===== src/common/cic_pkg.sv =====
// constants of the component input control block
// assumes one 125 MHz clock and byte wide subaddressed register access
package cic_pkg;
    // -----------------------------------------------------------------
    // subaddresses
    // -----------------------------------------------------------------
    localparam logic [7:0] CIC_ADDR_AICTRL = 8'h23;
    localparam logic [7:0] CIC_ADDR_GAIN3  = 8'h24;
    localparam logic [7:0] CIC_ADDR_GAIN4  = 8'h25;
    localparam logic [7:0] CIC_ADDR_DSW    = 8'h29;

    // -----------------------------------------------------------------
    // analog input control fields
    // -----------------------------------------------------------------
    localparam int CIC_PORT_EN_BIT  = 6;
    localparam int CIC_CLK_SEL_BIT  = 5;
    localparam int CIC_REF_SEL_BIT  = 4;
    localparam int CIC_SWIND_BIT    = 2;
    localparam int CIC_G4_MSB_BIT   = 1;
    localparam int CIC_G3_MSB_BIT   = 0;
    localparam logic [7:0] CIC_AICTRL_RMASK = 8'hF7;

    // -----------------------------------------------------------------
    // delay / fast switch fields
    // -----------------------------------------------------------------
    localparam int CIC_FSW_EN_BIT  = 7;
    localparam int CIC_FSW_POL_BIT = 6;
    localparam int CIC_FSW_DL_HI   = 5;
    localparam int CIC_FSW_DL_LO   = 4;
    localparam int CIC_PEAK_BIT    = 3;
    localparam int CIC_CPDL_HI     = 2;
    localparam int CIC_CPDL_LO     = 0;

    // -----------------------------------------------------------------
    // reset values and delay line geometry
    // -----------------------------------------------------------------
    localparam logic [7:0] CIC_RST_AICTRL = 8'h00;
    localparam logic [7:0] CIC_RST_GAIN   = 8'h00;
    localparam logic [7:0] CIC_RST_DSW    = 8'h00;
    localparam int         CIC_DLY_AW     = 5;
    localparam logic [6:0] CIC_DLY_BASE   = 7'h12;
    localparam logic [6:0] CIC_CPDL_STEP  = 7'h04;
endpackage


===== src/common/cic_dly_if.sv =====
// carrier between the top and one pixel delay line
// assumes the top drives the write side and the memory answers rdata
interface cic_dly_if #(
    parameter int W  = 8,
    parameter int AW = 5
);
    logic          adv;
    logic [W-1:0]  wdata;
    logic [AW-1:0] delay;
    logic [W-1:0]  rdata;

    modport src (output adv, output wdata, output delay, input rdata);
    modport mem (input adv, input wdata, input delay, output rdata);
endinterface


===== src/hw/cic_delay_mem.sv =====
// circular pixel store giving a programmable delay of delay+1 samples
// assumes adv marks one pixel; rdata is registered, one cycle after adv
module cic_delay_mem
    import cic_pkg::*;
#(
    parameter int W  = 8,
    parameter int AW = CIC_DLY_AW
) (
    input  wire logic clk,
    input  wire logic rst,
    cic_dly_if.mem    dl
);
    logic [W-1:0]  mem_q [2**AW];
    logic [AW-1:0] ptr_q;
    logic [AW-1:0] ptr_d;
    logic [AW-1:0] rd_addr;
    logic [W-1:0]  rd_q;
    logic [W-1:0]  rd_d;

    // read before write, so delay all ones returns the slot being replaced
    always_comb begin
        rd_addr = ptr_q - AW'(1) - dl.delay;
        ptr_d   = dl.adv ? ptr_q + AW'(1) : ptr_q;
        rd_d    = dl.adv ? mem_q[rd_addr] : rd_q;
    end

    always_ff @(posedge clk or posedge rst) begin
        if (rst) begin
            ptr_q <= '0;
            rd_q  <= '0;
        end else begin
            ptr_q <= ptr_d;
            rd_q  <= rd_d;
        end
    end

    always_ff @(posedge clk) begin
        if (dl.adv) begin
            mem_q[ptr_q] <= dl.wdata;
        end
    end

    assign dl.rdata = rd_q;
endmodule


===== src/hw/cic_top.sv =====
// component input control: register bank, AD port, gain loop reset,
// pixel fast switch with delay trim and component luma peaking
// assumes synchronous inputs and a decoded subaddress byte access port
// What this block does
// - port enable low puts AD port tristate
// - clock select picks line-locked or external clock
// - reference bit overrides line-noise clamp setting
// - switch indicator edge resets gain loop
// - channel 3 gain nine bits, msb 23h[0]
// - channel 4 gain nine bits, msb 23h[1]
// - fast switch enable selects pixelwise source
// - polarity bit inverts fast switch mapping
// - polarity bit is static source when disabled
// - two-bit fast switch delay trim
// - peaking bit enables component luma boost
// - component delay in four-pixel steps
module cic_top
    import cic_pkg::*;
#(
    parameter int PIX_W = 8
) (
    input  wire logic             clk,
    input  wire logic             rst,
    input  wire logic             reg_wr_en,
    input  wire logic             reg_rd_en,
    input  wire logic [7:0]       reg_addr,
    input  wire logic [7:0]       reg_wdata,
    output logic      [7:0]       reg_rdata,
    input  wire logic [PIX_W-1:0] adc_sample,
    output logic      [PIX_W-1:0] ad_port_out,
    output logic                  ad_port_oe,
    output logic                  converter_clock_sel,
    output logic                  clamp_reference_sel,
    input  wire logic             line_noise_clamp_setting,
    output logic                  clamp_follow_noise,
    input  wire logic             source_switch_indicator,
    output logic                  gain_loop_reset,
    output logic      [8:0]       static_gain_ch3,
    output logic      [8:0]       static_gain_ch4,
    input  wire logic             pix_valid,
    input  wire logic [PIX_W-1:0] cvbs_pix,
    input  wire logic [PIX_W-1:0] comp_pix,
    input  wire logic             fast_switch_input,
    output logic      [PIX_W-1:0] out_pix,
    output logic                  out_valid,
    output logic                  out_is_comp
);
    // -----------------------------------------------------------------
    // register bank
    // -----------------------------------------------------------------
    logic [7:0] ctrl_q, ctrl_d, g3_q, g3_d, g4_q, g4_d, dsw_q, dsw_d;
    logic [7:0] rdata_q, rdata_d;

    always_comb begin
        ctrl_d  = ctrl_q;
        g3_d    = g3_q;
        g4_d    = g4_q;
        dsw_d   = dsw_q;
        rdata_d = rdata_q;
        if (reg_wr_en) begin
            unique case (reg_addr)
                CIC_ADDR_AICTRL: ctrl_d = reg_wdata & CIC_AICTRL_RMASK;
                CIC_ADDR_GAIN3:  g3_d   = reg_wdata;
                CIC_ADDR_GAIN4:  g4_d   = reg_wdata;
                CIC_ADDR_DSW:    dsw_d  = reg_wdata;
                default:         ;
            endcase
        end
        if (reg_rd_en) begin
            unique case (reg_addr)
                CIC_ADDR_AICTRL: rdata_d = ctrl_q;
                CIC_ADDR_GAIN3:  rdata_d = g3_q;
                CIC_ADDR_GAIN4:  rdata_d = g4_q;
                CIC_ADDR_DSW:    rdata_d = dsw_q;
                default:         rdata_d = 8'h00;
            endcase
        end
    end

    always_ff @(posedge clk or posedge rst) begin
        if (rst) begin
            ctrl_q  <= CIC_RST_AICTRL;
            g3_q    <= CIC_RST_GAIN;
            g4_q    <= CIC_RST_GAIN;
            dsw_q   <= CIC_RST_DSW;
            rdata_q <= 8'h00;
        end else begin
            ctrl_q  <= ctrl_d;
            g3_q    <= g3_d;
            g4_q    <= g4_d;
            dsw_q   <= dsw_d;
            rdata_q <= rdata_d;
        end
    end

    assign reg_rdata = rdata_q;

    // -----------------------------------------------------------------
    // static controls
    // -----------------------------------------------------------------
    // AD port drive
    assign ad_port_oe = ctrl_q[CIC_PORT_EN_BIT];
    assign converter_clock_sel = ctrl_q[CIC_CLK_SEL_BIT];
    assign clamp_reference_sel = ctrl_q[CIC_REF_SEL_BIT];
    assign clamp_follow_noise  = ~ctrl_q[CIC_REF_SEL_BIT]
                               & line_noise_clamp_setting;
    assign static_gain_ch3 = {ctrl_q[CIC_G3_MSB_BIT], g3_q};
    assign static_gain_ch4 = {ctrl_q[CIC_G4_MSB_BIT], g4_q};

    // -----------------------------------------------------------------
    // AD port and switch indicator
    // -----------------------------------------------------------------
    logic [PIX_W-1:0] adp_q, adp_d;
    logic             sw_prev_q, sw_prev_d, sw_seen_q, glr_q, glr_d;

    // the first sample only primes the history, so no false edge at reset
    always_comb begin
        adp_d     = adc_sample;
        sw_prev_d = source_switch_indicator;
        glr_d = ctrl_q[CIC_SWIND_BIT] & sw_seen_q
              & (source_switch_indicator ^ sw_prev_q);
    end

    always_ff @(posedge clk or posedge rst) begin
        if (rst) begin
            adp_q     <= '0;
            sw_prev_q <= 1'b0;
            sw_seen_q <= 1'b0;
            glr_q     <= 1'b0;
        end else begin
            adp_q     <= adp_d;
            sw_prev_q <= sw_prev_d;
            sw_seen_q <= 1'b1;
            glr_q     <= glr_d;
        end
    end

    assign ad_port_out     = adp_q;
    assign gain_loop_reset = glr_q;

    // -----------------------------------------------------------------
    // delay lines: every path carries a common base so trims stay >= 0
    // -----------------------------------------------------------------
    logic [6:0] comp_dly, fsw_dly;
    // component shift in steps of four
    assign comp_dly = CIC_DLY_BASE + CIC_CPDL_STEP
        * {{4{dsw_q[CIC_CPDL_HI]}}, dsw_q[CIC_CPDL_HI:CIC_CPDL_LO]};
    assign fsw_dly = comp_dly
        + {{5{dsw_q[CIC_FSW_DL_HI]}}, dsw_q[CIC_FSW_DL_HI:CIC_FSW_DL_LO]};

    cic_dly_if #(.W(PIX_W), .AW(CIC_DLY_AW)) cv_if ();
    cic_dly_if #(.W(PIX_W), .AW(CIC_DLY_AW)) cp_if ();
    cic_dly_if #(.W(1),     .AW(CIC_DLY_AW)) fs_if ();

    assign cv_if.adv   = pix_valid;
    assign cv_if.wdata = cvbs_pix;
    assign cv_if.delay = CIC_DLY_BASE[CIC_DLY_AW-1:0];
    assign cp_if.adv   = pix_valid;
    assign cp_if.wdata = comp_pix;
    assign cp_if.delay = comp_dly[CIC_DLY_AW-1:0];
    assign fs_if.adv   = pix_valid;
    assign fs_if.wdata = fast_switch_input;
    assign fs_if.delay = fsw_dly[CIC_DLY_AW-1:0];

    cic_delay_mem #(.W(PIX_W), .AW(CIC_DLY_AW)) u_cv (
        .clk (clk), .rst (rst), .dl (cv_if.mem));
    cic_delay_mem #(.W(PIX_W), .AW(CIC_DLY_AW)) u_cp (
        .clk (clk), .rst (rst), .dl (cp_if.mem));
    cic_delay_mem #(.W(1), .AW(CIC_DLY_AW)) u_fs (
        .clk (clk), .rst (rst), .dl (fs_if.mem));

    // -----------------------------------------------------------------
    // peaking and source selection
    // -----------------------------------------------------------------
    logic             v1_q, ov_q, oc_q, oc_d;
    logic [PIX_W-1:0] yprev_q, yprev_d, opix_q, opix_d, ypk;
    logic [PIX_W+1:0] ysum;

    // a first difference boost; cheap, and close to the wanted lift
    always_comb begin
        ysum = {2'b00, cp_if.rdata}
             + {{2{1'b0}}, cp_if.rdata} / (PIX_W + 2)'(4)
             - {2'b00, yprev_q} / (PIX_W + 2)'(4);
        if (ysum[PIX_W+1]) begin
            ypk = '0;
        end else if (ysum[PIX_W]) begin
            ypk = '1;
        end else begin
            ypk = ysum[PIX_W-1:0];
        end
        yprev_d = v1_q ? cp_if.rdata : yprev_q;
        if (dsw_q[CIC_FSW_EN_BIT]) begin
            oc_d = fs_if.rdata[0] ^ dsw_q[CIC_FSW_POL_BIT];
        end else begin
            oc_d = dsw_q[CIC_FSW_POL_BIT];
        end
        // peaking only on the component path
        if (!v1_q) begin
            opix_d = opix_q;
            oc_d   = oc_q;
        end else if (!oc_d) begin
            opix_d = cv_if.rdata;
        end else if (dsw_q[CIC_PEAK_BIT]) begin
            opix_d = ypk;
        end else begin
            opix_d = cp_if.rdata;
        end
    end

    always_ff @(posedge clk or posedge rst) begin
        if (rst) begin
            v1_q    <= 1'b0;
            ov_q    <= 1'b0;
            oc_q    <= 1'b0;
            yprev_q <= '0;
            opix_q  <= '0;
        end else begin
            v1_q    <= pix_valid;
            ov_q    <= v1_q;
            oc_q    <= oc_d;
            yprev_q <= yprev_d;
            opix_q  <= opix_d;
        end
    end

    assign out_pix     = opix_q;
    assign out_valid   = ov_q;
    assign out_is_comp = oc_q;
endmodule


===== config.mk =====
export PLATFORM = sky130hd
export DESIGN_NAME = cic_top
export DESIGN_NICKNAME = d
export VERILOG_FILES = /design/src/common/cic_pkg.sv /design/src/common/cic_dly_if.sv /design/src/hw/cic_delay_mem.sv /design/src/hw/cic_top.sv
export SDC_FILE = /design/constraint.sdc
export NUM_CORES = 1
export LEC_CHECK = 0
export BUFFER_PORTS_ARGS = -buffer_cell sky130_fd_sc_hd__buf_4
export CAP_MARGIN = 40
export CORE_MARGIN = 2
export CORE_UTILIZATION = 30
export CTS_BUF_LIST = sky130_fd_sc_hd__clkbuf_16
export DETAILED_ROUTE_END_ITERATION = 7
export GPL_TIMING_DRIVEN = 0
export PLACE_DENSITY_LB_ADDON = 0.25
export SETUP_SLACK_MARGIN = 0.2
export SLEW_MARGIN = 20
export SYNTH_ARGS = -nofsm -noshare
export SYNTH_HDL_FRONTEND = slang
export SYNTH_SLANG_ARGS = --single-unit

===== constraint.sdc =====
create_clock -name clk -period 5.8 [get_ports clk]
set_input_delay 1.16 -clock clk [delete_from_list [all_inputs] [get_ports clk]]
set_output_delay 1.16 -clock clk [all_outputs]
set_load 0.02 [all_outputs]

Yosys cells after proc, flatten, opt, wreduce, memory -nomap -nowiden

Memories as Yosys holds them, arrays and structs flattened. A register that Yosys moved wholly into a read port is not among the register bits.
Index checks and enable logic that the tools add are counted.
W data, S select, Z words.

Register bits after elaboration: 84
Memory bits (writable): 544
Input bits: 48
Word-level logic and storage cells: 55
Memories kept: 3

$add $sub $neg: 13
Equality and inequality tests: 4
Multiplexer cells: 8
Bitwise gates (word level): 6
Reductions and logical operators: 4

Memory list:

| memory     | words | bits a word | rd ports | clocked after Yosys merged registers in | write ports | RTL line            | source |
|---|---|---|---|---|---|---|---|
| u_cp.mem_q | 32    | 8           | 1        | 1                                       | 1           | cic_delay_mem.sv:13 | `logic [W-1:0] mem_q [2**AW];` |
| u_cv.mem_q | 32    | 8           | 1        | 1                                       | 1           | cic_delay_mem.sv:13 |  |
| u_fs.mem_q | 32    | 1           | 1        | 1                                       | 1           | cic_delay_mem.sv:13 |  |

Operators by type and width:

| cell                  | count |
|---|---|
| $eq A8 B6 Y1 const B  | 4 |
| $mux W8               | 4 |
| $pmux W8 S4           | 1 |
| $add A5 B1 Y5 const B | 3 |
| $sub A5 B1 Y5 const B | 3 |
| $sub A5 B5 Y5         | 2 |
| $sub A9 B6 Y10        | 1 |
| $add A8 B6 Y9         | 1 |
| $reduce_and A2 Y1     | 4 |
| $add A5 B5 Y5         | 1 |
| $add A5 B5 Y5 const A | 1 |
| $sub A5 B5 Y5 const B | 1 |
| $and A1 B1 Y1         | 3 |
| $mux W1               | 3 |
| $xor A1 B1 Y1         | 2 |
| $not A1 Y1            | 1 |

Logic depth before layout (Yosys ltp)

Gate-level depths: netlist of run 1.

Depth in word-level cells: 6
Depth in mapped cells: 13
Gate-level depth less buffers: 11

Cells and area by module

From an unflattened synthesis of run 1, not the netlist that was laid out.

Cell total of the unflattened synthesis: 1919
Area, all modules: 27193.6 sq um

Modules (own cells, without submodules):

| module               | instances | cells an instance | area an instance (sq um) | sequential area each (sq um) |
|---|---|---|---|---|
| cic_delay_mem (u_cv) | 1         | 725               | 10837.9                  | 8012.7 |
| cic_delay_mem (u_cp) | 1         | 725               | 10832.9                  | 8012.7 |
| cic_top              | 1         | 322               | 3582.2                   | 1676.6 |
| cic_delay_mem (u_fs) | 1         | 147               | 1940.6                   | 1111.1 |

Least setup slack after synthesis of run 1

Ideal clock, no wire load.

Path kind: register to register
From: register u_cv.ptr_q[0]
To: register u_cv.rd_q[7], in the netlist u_cv.dl.rdata[7], read port of u_cv.mem_q
Library setup time: 0.129 ns
Arrival: 2.653 ns
Required time: 5.671 ns
Setup slack: 3.018 ns
Cell stages (with the launch flop): 12
Path through: dfrtp_1 -> buf_2 -> buf_6 -> buf_2 -> inv_1 -> ha_1 -> buf_2 -> clkbuf_1 -> mux4_2 -> mux2_2 -> o211ai_1 -> nand3_1

Word-level cells in the longest chain between the ends: 2

Ends and longest elaborated chain:

| what                   | RTL line            | source |
|---|---|---|
| start, declared        | cic_delay_mem.sv:14 | `logic [AW-1:0] ptr_q;` |
| start signal, assigned | cic_delay_mem.sv:32 | `ptr_q <= ptr_d;` |
| $sub A5 B1 Y5          | cic_delay_mem.sv:22 | `rd_addr = ptr_q - AW'(1) - dl.delay;` |
| $sub A5 B5 Y5          | cic_delay_mem.sv:22 |  |
| net u_cv.rd_addr[0]    | cic_delay_mem.sv:16 | `logic [AW-1:0] rd_addr;` |
| end, declared          | cic_delay_mem.sv:17 | `logic [W-1:0] rd_q;` |

The timed path passes the listed nets, and every way through them passes these cells.
A chain may end at the register's enable or synchronous reset.

Final worst setup path of run 1

From: register u_cp.ptr_q[0]
To: register u_cp.rd_q[7], in the netlist u_cp.dl.rdata[7], read port of u_cp.mem_q

Word-level cells in the longest chain between the ends: 2

Ends and longest elaborated chain:

| what                   | RTL line |
|---|---|
| start, declared        | cic_delay_mem.sv:14 |
| start signal, assigned | cic_delay_mem.sv:32 |
| $sub A5 B1 Y5          | cic_delay_mem.sv:22 |
| $sub A5 B5 Y5          | cic_delay_mem.sv:22 |
| net u_cp.rd_addr[0]    | cic_delay_mem.sv:16 |
| end, declared          | cic_delay_mem.sv:17 |

The timed path passes the listed nets, and every way through them passes these cells.

==> results of run 1 <==
==> metal layers <==
| layer | GRT usage, % | wire [um] | up-vias |
|---|---|---|---|
| met5 | 0 | 0 | - |
| met4 | 4.57 | 1700 | 0 |
| met3 | 2.77 | 3480 | 107 |
| met2 | 22.4 | 30300 | 344 |
| met1 | 18.7 | 27900 | 7207 |
| li1 | - | - | 6275 |
==> logic make-up (layout without fill, tap and decap cells) <==
family,after synthesis,after routing,share of synthesized area [%]
AOI/OAI and AO/OA,163,163,4.09
xor gates and xnor gates,28,28,0.924
adders and majority gates,39,39,2.09
buffers and inverters,131,399,2.31
DFF,643,643,70.9
muxes,225,225,15.1
other,1,2,0.0141
and+or+nand+nor,263,263,4.54
==> worst max-delay path, cell delays in order, from the launching register on <==
cell	delay (ns)
sky130_fd_sc_hd__dfrtp_1	0.41
sky130_fd_sc_hd__buf_6	0.16
sky130_fd_sc_hd__buf_6	0.20
sky130_fd_sc_hd__buf_4	0.26
sky130_fd_sc_hd__inv_1	0.09
sky130_fd_sc_hd__ha_1	0.33
sky130_fd_sc_hd__clkbuf_1	0.60
sky130_fd_sc_hd__buf_2	0.46
sky130_fd_sc_hd__mux4_2	0.38
sky130_fd_sc_hd__mux2i_1	0.37
sky130_fd_sc_hd__a21oi_1	0.13
sky130_fd_sc_hd__a22oi_1	0.39
sky130_fd_sc_hd__o21ai_1	0.12
==> where the power goes <==
part	total [uW]	internal (uW)	switching, uW
logic	6570	2740	3830
registers	5610	5430	188
clock network	4710	2840	1870
==> cell usage in the layout, fill, tap and decap left out, types with 6 or more instances in the layout <==
| cell | instances |
|---|---|
| sky130_fd_sc_hd__nand2_1 | 69 |
| sky130_fd_sc_hd__buf_2 | 21 |
| sky130_fd_sc_hd__ha_1 | 30 |
| sky130_fd_sc_hd__o221ai_1 | 10 |
| sky130_fd_sc_hd__mux2_1 | 25 |
| sky130_fd_sc_hd__dfrtp_1 | 99 |
| sky130_fd_sc_hd__clkinv_2 | 11 |
| sky130_fd_sc_hd__nand3_1 | 14 |
| sky130_fd_sc_hd__bufinv_16 | 12 |
| sky130_fd_sc_hd__mux2i_1 | 36 |
| sky130_fd_sc_hd__a21oi_1 | 37 |
| sky130_fd_sc_hd__xor2_1 | 8 |
| sky130_fd_sc_hd__nand3b_1 | 7 |
| sky130_fd_sc_hd__inv_1 | 68 |
| sky130_fd_sc_hd__a211oi_1 | 10 |
| sky130_fd_sc_hd__o211ai_1 | 16 |
| sky130_fd_sc_hd__a211oi_2 | 6 |
| sky130_fd_sc_hd__fa_1 | 9 |
| sky130_fd_sc_hd__edfxtp_1 | 544 |
| sky130_fd_sc_hd__o21ai_0 | 18 |
| sky130_fd_sc_hd__clkinv_1 | 9 |
| sky130_fd_sc_hd__clkbuf_1 | 42 |
| sky130_fd_sc_hd__nor2_1 | 120 |
| sky130_fd_sc_hd__mux2_2 | 28 |
| sky130_fd_sc_hd__a22oi_1 | 22 |
| sky130_fd_sc_hd__clkbuf_16 | 73 |
| sky130_fd_sc_hd__buf_4 | 140 |
| sky130_fd_sc_hd__o22ai_1 | 7 |
| sky130_fd_sc_hd__mux4_2 | 136 |
| sky130_fd_sc_hd__nor2b_1 | 21 |
| sky130_fd_sc_hd__o21ai_1 | 18 |
| sky130_fd_sc_hd__xnor2_1 | 20 |
| sky130_fd_sc_hd__buf_6 | 6 |
==> cell type report <==
cell class                 instances  share of cell area (%)
inverter                          52                   0.635
sequential                       643                    59.7
antenna                            1                 0.00794
tap                             1165                    4.63
timing repair buffer             136                    3.31
clock inverter                    59                    2.03
buffer                            79                    1.33
multi-input combinational        719                    22.6
clock buffer                      73                    5.80
==> registers in the layout (all words and copies together) (netlist names), 5 cells and up <==
register and cells:
u_fs.mem_q 32, reg_rdata 8, u_cv.dl.rdata 8, dsw_q 8, g3_q 8, ctrl_q 7, u_cp.mem_q 256, u_cp.dl.rdata 8
u_cp.ptr_q 5, u_cv.ptr_q 5, u_cv.mem_q 256, ad_port_out 8, yprev_q 6, u_fs.ptr_q 5, g4_q 8, out_pix 8
==> per-stage QoR <==
stage	total power, uW	worst slack [ns]	std cells	area (um^2)	hold slack (ns)
2_1_floorplan	10200	2.05	1493	26500	0.383
3_3_place_gp	12300	0.551	2752	28700	0.464
3_5_place_dp	12300	1.50	2759	28800	0.477
4_1_cts	17100	1.67	2891	31300	0.481
5_1_grt	17800	1.46	2927	31500	0.507
6_report	16900	1.74	2927	31500	0.490
==> worst min-delay path by stage <==
stage                     cells past startpoint                start  slack, ns                        end
after floorplan                               0       v1_q$_DFF_PP0_       0.38        out_valid$_DFF_PP0_
after global placement                        1  sw_seen_q$_DFF_PP0_       0.46  gain_loop_reset$_DFF_PP0_
after detailed placement                      1  sw_seen_q$_DFF_PP0_       0.48  gain_loop_reset$_DFF_PP0_
after CTS                                     2                  rst       0.48        sw_seen_q$_DFF_PP0_
after global routing                          2                  rst       0.51        sw_prev_q$_DFF_PP0_
final                                         1  sw_seen_q$_DFF_PP0_       0.49  gain_loop_reset$_DFF_PP0_
==> results list, run 1 <==
- Outcome: finished, final reports clean
- For the finished layout, the period the worst path requires is approximately 4.1 ns.
- Share of async-settable or async-resettable flops after synthesis: between 15 and 20%
* Top-Level Pins: between 90 and 100
* Clock-pin transition on the worst setup and hold timing paths: 0.06 ns
- Area share of the leading cell type in the synthesized netlist: 61.6%
* TritonCTS clock tree: built
- Max-slew violations: 0
- Most common cell in the netlist: sky130_fd_sc_hd__edfxtp_1
* Vias in the first global route: approximately 14000
- For this block, the routed nets add up to 63400 um of wire.
- Number of synthesized flops with an enable pin: 544
* Capture instance of the worst register-to-register path: u_cp.dl.rdata[7]$_DFFE_PP0P_
* Critical Path Sink Type: register
- Data on the critical path is required at its endpoint by about 6.3 ns.
* Areal power density over the cells: 536 mW/mm^2
- At the end of routability-driven placement, the weighted congestion stood at 0.812.
- CTS saw 643 sinks.
* Core region area: 0.0880 mm^2
- The worst hold path belongs to the class register to register.
- Yosys printed 0 warnings.
- Total iterations of the first detailed-routing run: 8
- Highest clock rate: 246 MHz
- The final hold violation count came to 0.
- Cell at the root of the clock tree: sky130_fd_sc_hd__clkbuf_16
- Number of cells on the worst reg-to-reg path: 12
- Counting the fill cells in the layout gives about 8300.
- For the pin with the worst max-slew slack, the measured transition is 0.826 ns.
* Detailed-route wire length per cell: 21.7 um
* Final core utilization: 35.8%
- Initial cell density of the core: between 30% and 40%
- Final clock period utilization by the worst path: a little over two thirds
* DR vias: between 10000 and 15000
- IR analysis of the VDD net gives a maximum drop of 0.278 mV.
- Once detail routing completed, the nets flagged for antenna violations numbered 0.
- Seq cells post-synth: between 600 and 700
- Launching point of the worst reg2reg path: u_cp.ptr_q[0]$_DFFE_PP0P_
- Number of violations of the max-capacitance limit: 0
- The critical path starts at u_cp.ptr_q[0]$_DFFE_PP0P_.
* Crit Path Category: register to register
- Total global routing overflow: 0
* Post-Synthesis Cell Area: 0.0265 mm^2
- The first global-routing pass estimated between 90000 and 100000 um of wire.
- The largest total area in the synthesized netlist belongs to sky130_fd_sc_hd__edfxtp_1.
- The most critical setup path has its endpoint at u_cp.dl.rdata[7]$_DFFE_PP0P_.
- The number of different library cells used by synthesis comes to 62.
- Leading cell types by count after synthesis: sky130_fd_sc_hd__edfxtp_1, sky130_fd_sc_hd__mux4_2, sky130_fd_sc_hd__nor2_1
- Storage cell area: 0.0188 mm^2
- Dividing the detail-routed via count by the number of cells gives 4.76.
* DIE HEIGHT: between 300 and 400 um
- Flop-to-flop setup slack: 1.74 ns
- Summing all multi-input logic gate instances after layout gives 0.00711 mm^2.
- Dominant register cell in the synthesized netlist: sky130_fd_sc_hd__edfxtp_1
- Relative slew slack: 44.7%
* DRC errors left: 0
- For the worst setup path, the data arrival time is 4.52 ns.
- In this run, CTS created clock tree buffers numbering 72.
* Mean area per synthesized cell: 17.8 um^2
- Once the clock tree was built, the resizer swapped 0 gates to a different size.
- Detail Placement HPWL: roughly 42000 um
* Post-CTS repair timing setup buffer count: 0
- Proportion of layout cells with a drive suffix above 1: a little over a quarter
- Across every metal layer, demand over resource in global routing totals 13.9%.
- Across the routed clock network, the largest skew measured is 0.0377 ns.
- Die area: around 0.091 mm^2
* Post-Syn Instances: between 1000 and 1500
- Setup violations remaining at the end of the flow were counted as 0.
- The first routing iteration left between 1000 and 1500 violations.
- Static leakage: between 0.01 and 0.015 uW
- Buffers inserted to repair hold after CTS numbered 0.
- In the final timing run, aggregate negative setup slack is 0 ns.
* RSZ-0062 raised after global routing: false
- The initial antenna violation count was 1.
* Critical-path maximum fanout: 10
* Worst-skew pair later-pin latency: 0.62 ns
- Final #Nets: 1790
- For this run, the register share of the synthesized area comes to 70.9%.
- Port Buf Inserts: 94
- Kind of start point of the critical path: register
- The floorplan has approximately 110 rows.
- Entering global routing, the biggest net connects 72 pins.
- CTS built an H-tree with a depth of 3.
- Synthesis-to-finish area growth: 18.7%
- Synth Net Count: ~1600
- Largest cells by area after synthesis: sky130_fd_sc_hd__edfxtp_1, sky130_fd_sc_hd__mux4_2, sky130_fd_sc_hd__dfrtp_1
- Measured along the x axis, the die boundary spans 301 um.
- The clock passes through at most 3 buffers.
Note: power is estimated with default switching activity, not from simulation.
==> run 2: changes to the inputs <==
clock period = 4 ns   (was 5.8 ns; I/O delays follow)
==> run 2 against run 1 <==
Clock-buffer cell count did not move; final cell count did not move; sequential share of layout area barely moved; critical path type unchanged; non-clock buffer count did not move; clock skew fell by 0.0014 ns; largest power group unchanged.
==> results list, run 2 (same netlist as run 1, synthesis figures left out) <==
- Buf+Inv Stages, Crit Path: 7
- Setup Total Neg Slack: 0 ns
* Switching power total: roughly 8500 uW
- In this run the power density over the cells is 778 mW/mm^2.
- IR Drop Worst-Case VDD: 0.408 mV
* DR vias: 13930
- On the worst path, the slowest cell contributes a delay of approximately 0.41 ns.
- Relative slew slack: ~44%
* Port Buf Inserts: 94
- Synthesis-to-finish area growth: 18.8%
- Antenna violation net count after detailed routing: 0
- After floorplanning, the core was divided into 109 placement rows.
* Minimum clock period after layout: between 3 and 4 ns
- The cell family contributing the most delay on the critical path is buffers and inverters.
* Top library cells by usage in the layout, fill and taps aside: sky130_fd_sc_hd__edfxtp_1, sky130_fd_sc_hd__buf_4, sky130_fd_sc_hd__mux4_2, sky130_fd_sc_hd__nor2_1, sky130_fd_sc_hd__dfrtp_1
- Share of total power in the clock network: 27.8%
- Worst-skew pair later-pin latency: 0.62 ns
- In the final design database the tool counted between 1500 and 2000 nets.
- Critical-path maximum fanout: 10
- Total iterations of the first detailed-routing run: 5
- Sequential cells burn 33.2% of the power.
* Die extent in x: ~300 um
* Vias in the first global route: 14349
- In the global route stage, overall resource usage came out at approximately 14%.
* Combinational share of power: 39.0%
* Post-CTS repair timing setup buffer count: 0
* Worst-case clock skew: 0.0363 ns
- Leading cell type in the layout, fill and taps excluded: sky130_fd_sc_hd__edfxtp_1
- Detailed-route wire length per cell: 21.6 um
* Final core utilization: 35.9%
* Proportion of layout cells with a drive suffix above 1: 26.5%
- Instance area at placement: 0.0288 mm^2
* Crit Path Category: register to register
* Outcome: finished, final reports clean
- Core region area: 0.0880 mm^2
- Final clock period utilization by the worst path: about nine tenths
- Final weighted congestion in routability-driven placement: a little over 0.8
* Required time at the worst-slack endpoint: 4.47 ns
- Final Hold Slack: 0.149 ns
- Highest clock rate: 275 MHz
- Post-layout instance area: around 0.032 mm^2
- DRC errors left: 0
- The worst hold path belongs to the class input port to asynchronous set/reset pin.
- Hold Fails Final Rpt: 0
- Fraction of power spent switching nets: 34.8%
- In the final layout, the registers with the most flip-flops are u_cp.mem_q x256, u_cv.mem_q x256, u_fs.mem_q x32.
- Internal power comes to 16000 uW.
* Cell at the root of the clock tree: sky130_fd_sc_hd__clkbuf_16
- The die is 301 um tall.
* RSZ-0062 raised after global routing: true
* Wire length reported by the detailed router: 63400 um
* Total clock buffers created by CTS: 72
* Library cell contributing the largest single delay on the critical path: sky130_fd_sc_hd__dfrtp_1
- The clock passes through at most 3 buffers.
- Die area: between 0.09 and 0.1 mm^2
* Maximum level of the CTS H-tree: 3
- Total global routing overflow: 0
- Entering global routing, the biggest net connects 72 pins.
- STA classifies the critical path startpoint as a register.
- Critical Path Sink Type: register
- Setup Viol. Count Final: 0
- Static leakage: around 0.011 uW
* Initial antenna violation count: 1
- The first global-routing pass estimated 93500 um of wire.
- Transition time at the pin with the least slew margin: 0.833 ns
* TritonCTS clock tree: built
- Number of DRC markers after the initial detailed-route iteration: 1028
- Max-slew violations: 0
- Walking the worst path, the cells encountered are buf_6, buf_6, buf_4, inv_1, ha_1, buf_2, clkbuf_4, buf_4, mux4_2, mux2i_1, a21oi_1, a22oi_1, o21ai_1.
- For the worst setup path, the data arrival time is 4.11 ns.
* Top-Level Pins: 97
* Clock-pin transition on the worst setup and hold timing paths: 0.06 ns
* Number of violations of the max-capacitance limit: 0
- Number of clock sinks: 643
- Detailed placement finished with a half-perimeter wire length of 42400 um.
* Drt via density: 4.76
* Initial cell density of the core: 30.2%
==> run 2: cell types whose count changed in the layout (fill, tap and decap cells not counted), sizes merged <==
cell / before / now
buf: 172 / 171
clkbuf: 116 / 117
==> run 2: worst paths after layout <==
| check | start | endpoint | slack (ns) | cells after the start |
|---|---|---|---|---|
| min in group clk | pix_valid | v1_q$_DFF_PP0_ | 0.31 | 1 |
| worst min register to register | sw_seen_q$_DFF_PP0_ | gain_loop_reset$_DFF_PP0_ | 0.49 | 1 |
| worst max-delay path | u_cp.ptr_q[0]$_DFFE_PP0P_ | u_cp.dl.rdata[4]$_DFFE_PP0P_ | 0.36 | 13 |
| worst min-delay path | rst | sw_seen_q$_DFF_PP0_ | 0.15 | 2 |
| worst max register to register | u_cp.ptr_q[0]$_DFFE_PP0P_ | u_cp.dl.rdata[4]$_DFFE_PP0P_ | 0.36 | 13 |
| max in group asynchronous | rst | out_pix[0]$_DFFE_PP0P_ | 3.16 | 3 |
==> run 2: power by group through the flow <==
stage          Sequential, uW  Clock, uW  Combinational, uW
2_1_floorplan            8230          0               6590
3_3_place_gp             8260          0               9550
3_5_place_dp             8280          0               9590
4_1_cts                  8150       7000               9640
5_1_grt                  8190       7240              10400
6_report                 8140       6830               9570
==> run 2: layer usage <==
layer / global-route usage (%) / share of wire, % / vias up
li1: - / - / 6279
met1: 18.7 / 44 / 7205
met2: 22.5 / 48 / 340
met3: 2.77 / 5.4 / 106
met4: 4.57 / 2.7 / 0
met5: 0 / 0 / -
==> run 2: layout make-up <==
type                            instances  area (um^2)
Sequential cell                       643        18800
Multi-Input combinational cell        719         7120
Inverter                               52          200
Timing Repair Buffer                  136         1040
Clock buffer                           73         1830
Antenna cell                            1         2.50
Tap cell                             1165         1460
Clock inverter                         59          641
Fill cell                            8284        56400
Buffer                                 79          435
==> run 2: per-stage QoR <==
stage	power [uW]	setup slack, ns	instances
final	24500	0.357	2927
after global routing	25800	0.197	2927
after CTS	24800	0.187	2891
after detailed placement	17900	-0.127	2759
after global placement	17800	-0.889	2752
after floorplan	14800	0.610	1493
==> run 2: timing repair <==
action                                  4_1_cts  5_1_grt
cloned                                        0        0
endpoints found under the setup margin        9       15
hold buffers                                  0        0
pin swaps                                     0        0
resized for setup                             4       13
==> run 3: changes to the inputs <==
ABC_AREA = 1   (was not set)
CORE_MARGIN = 1.5   (was 2)
==> run 3 against run 2 <==
Clock power shrank 4.0%; fmax rose by 0.34%; global-route usage is 2.4 points higher; setup slack gained 0.012 ns; critical path depth rose by 2; non-clock buffer count up 14; core utilization is 0.40 points lower; sequential cell count unchanged; combinational power rose by 26%; clock skew shrank 0.014 ns; die area up 4.1%; sequential share of layout area down 1.9 points.
==> results list, run 3 <==
* Internal cell power: around 15000 uW
* Transition time at the pin with the least slew margin: 0.815 ns
* DIE HEIGHT: roughly 300 um
- The via count of the first global-routing pass is approximately 19000.
* Number of clock sinks: between 600 and 700
- By startpoint and endpoint, the worst setup path is classified as register to register.
- Summing the areas of all compound-gate instances in the mapped netlist gives 4.88% of the synthesized area.
- Sorting the synthesized cells by how often they occur yields sky130_fd_sc_hd__nand2_1, sky130_fd_sc_hd__edfxtp_1, sky130_fd_sc_hd__nor2_1.
- The later pin in the worst-skew pair is clocked with a latency of 0.62 ns.
- Synth Net Count: 2722
- The run finished with clean final reports.
- Static leakage: around 0.013 uW
- Area share of the leading cell type in the synthesized netlist: between 50% and 60%
- The final hold violation count was 0.
- Total global routing overflow: 0
- In this run, flip-flops and latches consume a little over 30% of the power.
- Library cell contributing the largest single delay on the critical path: sky130_fd_sc_hd__buf_1
* Die extent in x: 308 um
- In this run the tightest slew margin relative to its limit is 45.5%.
- Global-route usage over all layers: 16.3%
- STA classifies the critical path endpoint as a register.
* CTS hold repair buffers: 0
- Drt via density: 4.67
- Initial antenna violation count: 0
- Minimum clock period after layout: approximately 3.6 ns
* Detail Placement HPWL: 51500 um
- In this run the count of I/O pins placed on the die edge is 97.
* TritonCTS clock tree: built
- The final route contains around 19000 vias.
- After clock tree synthesis, the repair step resized 0 gates.
- After clock tree synthesis, the clock-pin slew on the worst setup and hold paths is 0.06 ns.
* Deepest clock path buffer count: 3
* Cell at the root of the clock tree: sky130_fd_sc_hd__clkbuf_16
- At the worst endpoint, the required time is approximately 4.6 ns.
* Critical-path maximum fanout: 11
- Die area: 0.0946 mm^2
* Largest delay share family, worst path: buffers and inverters
* Worst-case clock skew: 0.0218 ns
- The synthesized design contains 643 register bits.
- Final Hold Slack: 0.164 ns
* Largest family of logic cells by synthesized area: simple AND/OR/NAND/NOR gates
- Static timing analysis puts the maximum clock frequency at 275 MHz.
- Switching power total: about 12000 uW
- Cell accounting for the most synthesized area: sky130_fd_sc_hd__edfxtp_1
- OpenSTA, run right after detailed placement, puts the worst setup slack at -0.0322 ns.
* Mean area per synthesized cell: 10.6 um^2
- The first detailed-routing pass ran for 6 iterations.
* Post-Syn Instances: 2635
- The worst setup path is launched from a register.
* Delay contributed by the slowest stage of the critical path: 0.51 ns
- Synthesis-to-finish area growth: 16.9%
* Post-CTS repair timing setup buffer count: 0
- Measured against the total synthesized area, the mux share comes to 0.283%.
- After detailed routing, the number of remaining DRC violations is 0.
- Hold Path Class: input port to asynchronous set/reset pin
- Wire length of the first global-routing pass: between 100000 and 150000 um
* Critical path cell sequence: buf_2, inv_2, buf_2, buf_6, buf_2, ha_1, buf_2, buf_2, buf_1, nand2_1, nand3_1, nand3_1, nand3_1, nand3_1, nand2_1
- Final clock period utilization by the worst path: 90.8%
- Most common cell in the netlist: sky130_fd_sc_hd__nand2_1
- Fill count: 9229
- Summing every instance area after synthesis gives 0.0278 mm^2.
- Counting stages on the worst path, the most repeated cell is sky130_fd_sc_hd__buf_2.
- Largest registers: u_cp.mem_q x256, u_cv.mem_q x256, u_fs.mem_q x32
* Final weighted congestion in routability-driven placement: 0.862
* Xor and xnor area share after synthesis: less than 1%
- Largest net degree at the start of global routing: 65
- Across the run, the number of max-cap violations was 0.
- In this run the cell area measured after placement is 0.0302 mm^2.
- Total clock buffers created by CTS: 72
- Setup Viol. Count Final: 0
- Flop-to-flop setup slack: around 0.37 ns
- Combinational share of power: 44.9%
* Sequential share of the synthesized area: 67.6%
- Core region area: just over 0.09 mm^2
- In this run switching power makes up 43.0% of total power.
- Counting both buffers and inverters, the worst setup path holds a total of 8.
* Total chip power: 26900 uW
- Setup repair after global routing left no endpoint under its margin.
* Number of synthesized flops with an enable pin: approximately 540
- Standard-cell row count: 111
- The final layout contains routed wiring with a total length of approximately 77000 um.
- Least setup slack across all paths after layout: 0.370 ns
* Library cells used by synthesis: 37
- Initial cell density of the core: 30.3%
- After Yosys synthesis, full adders, half adders and majority gates account for 2.00% of the synthesized area.
* Synthesis warning total: 0
- Final #Nets: 2898
- Areal power density over the cells: 827 mW/mm^2
* IR Drop Worst-Case VDD: 0.443 mV
- 0 antenna diodes ended up in the layout.
* Max-slew violations: 0
- Largest cells by area after synthesis: sky130_fd_sc_hd__edfxtp_1, sky130_fd_sc_hd__dfrtp_1, sky130_fd_sc_hd__nand2_1
- The most used flip-flop cell after synthesis is sky130_fd_sc_hd__edfxtp_1.
- Leaving out fill and tap cells, the most frequent cell in the layout is sky130_fd_sc_hd__nand2_1.
* Post-layout instance area: 0.0326 mm^2
* Top library cells by usage in the layout, fill and taps aside: sky130_fd_sc_hd__nand2_1, sky130_fd_sc_hd__edfxtp_1, sky130_fd_sc_hd__nor2_1, sky130_fd_sc_hd__nand3_1, sky130_fd_sc_hd__o21ai_0
- Maximum level of the CTS H-tree: 3
- Number of DRC markers after the initial detailed-route iteration: 1568
- In the final layout, the share of cells above drive strength 1 is 10.9%.
- During placement, the flow inserted port buffers numbering 96.
- For this run, asynchronously set or reset flops after synthesis account for between 10% and 20%.
- The synthesized netlist devotes between 20% and 30% of its cell area to simple gates.
* Arrival time at the worst endpoint: 4.18 ns
* Antenna violation net count after detailed routing: 0
* Share of total power in the clock network: about 24%
- Dividing the detail-routed wire length by the instance count gives about 19 um.
run 3: cell families (layout without fill, tap and decap cells):
kind of cell	Yosys count	count (layout)
xor gates and xnor gates	15	15
and+or+nand+nor	1373	1373
AOI/OAI and AO/OA	265	265
buffers and inverters	292	526
DFF	643	643
muxes	7	7
other	1	1
adders and majority gates	39	39
run 3: area by class of cell:
class / instances / area (um^2) / share of cell area, %
clock buffers: 77 / 1930 / 5.92
plain buffers: 127 / 621 / 1.91
clock inverters: 55 / 420 / 1.29
flip-flops and latches: 643 / 18800 / 57.8
well taps: 1243 / 1560 / 4.78
inverters: 165 / 624 / 1.92
multi-input cells: 1700 / 7800 / 24.0
repair buffers: 102 / 790 / 2.43
run 3: per-layer routing:
metal / wire, um / part of all wire, % / track usage (%) / vias to the layer above
met5: 0 / 0 / 0 / -
met4: 2240 / 2.9 / 5.53 / 0
met3: 3870 / 5.0 / 2.45 / 136
met2: 36800 / 48 / 26.9 / 499
met1: 34300 / 44 / 21.7 / 9300
li1: - / - / - / 9267
run 3: worst reg2reg max path, delay by kind of cell, from the launching register on:
kind | cells | cell delay, ns
adders and majority gates | 1 | 0.17
buffers and inverters | 8 | 2.15
DFF | 1 | 0.40
and+or+nand+nor | 6 | 0.88
run 3: path summary, 6_finish.rpt:
check                                             start                           end  depth (start not counted)
max reg2reg                   u_cp.ptr_q[0]$_DFFE_PP0P_  u_cp.dl.rdata[7]$_DFFE_PP0P_                         15
max                           u_cp.ptr_q[0]$_DFFE_PP0P_  u_cp.dl.rdata[7]$_DFFE_PP0P_                         15
min reg2reg                u_cv.dl.rdata[7]$_DFFE_PP0P_  u_cv.dl.rdata[7]$_DFFE_PP0P_                          2
min                                                 rst      ad_port_out[1]$_DFF_PP0_                          2
min in group clk                          adc_sample[1]      ad_port_out[1]$_DFF_PP0_                          1
max in group asynchronous                           rst        yprev_q[6]$_DFFE_PP0P_                          3
run 3: per-stage QoR:
step                      instances  util, %  TNS [ns]
final                          4112     35.5         0
after global routing           4112     35.5         0
after detailed placement       3976     32.9    -0.254
after floorplan                2635        -         0
after CTS                      4108     35.4         0
after global placement         3974     32.8    -81.12
run 3: power by group through the flow:
stage | sequential [uW] | combinational (uW) | clock [uW]
CTS | 8250 | 12100 | 6680
finish | 8250 | 12100 | 6560
floorplan | 8330 | 7860 | 0
global placement | 8380 | 12000 | 0
detailed placement | 8380 | 12000 | 0
global route | 8320 | 13500 | 6930
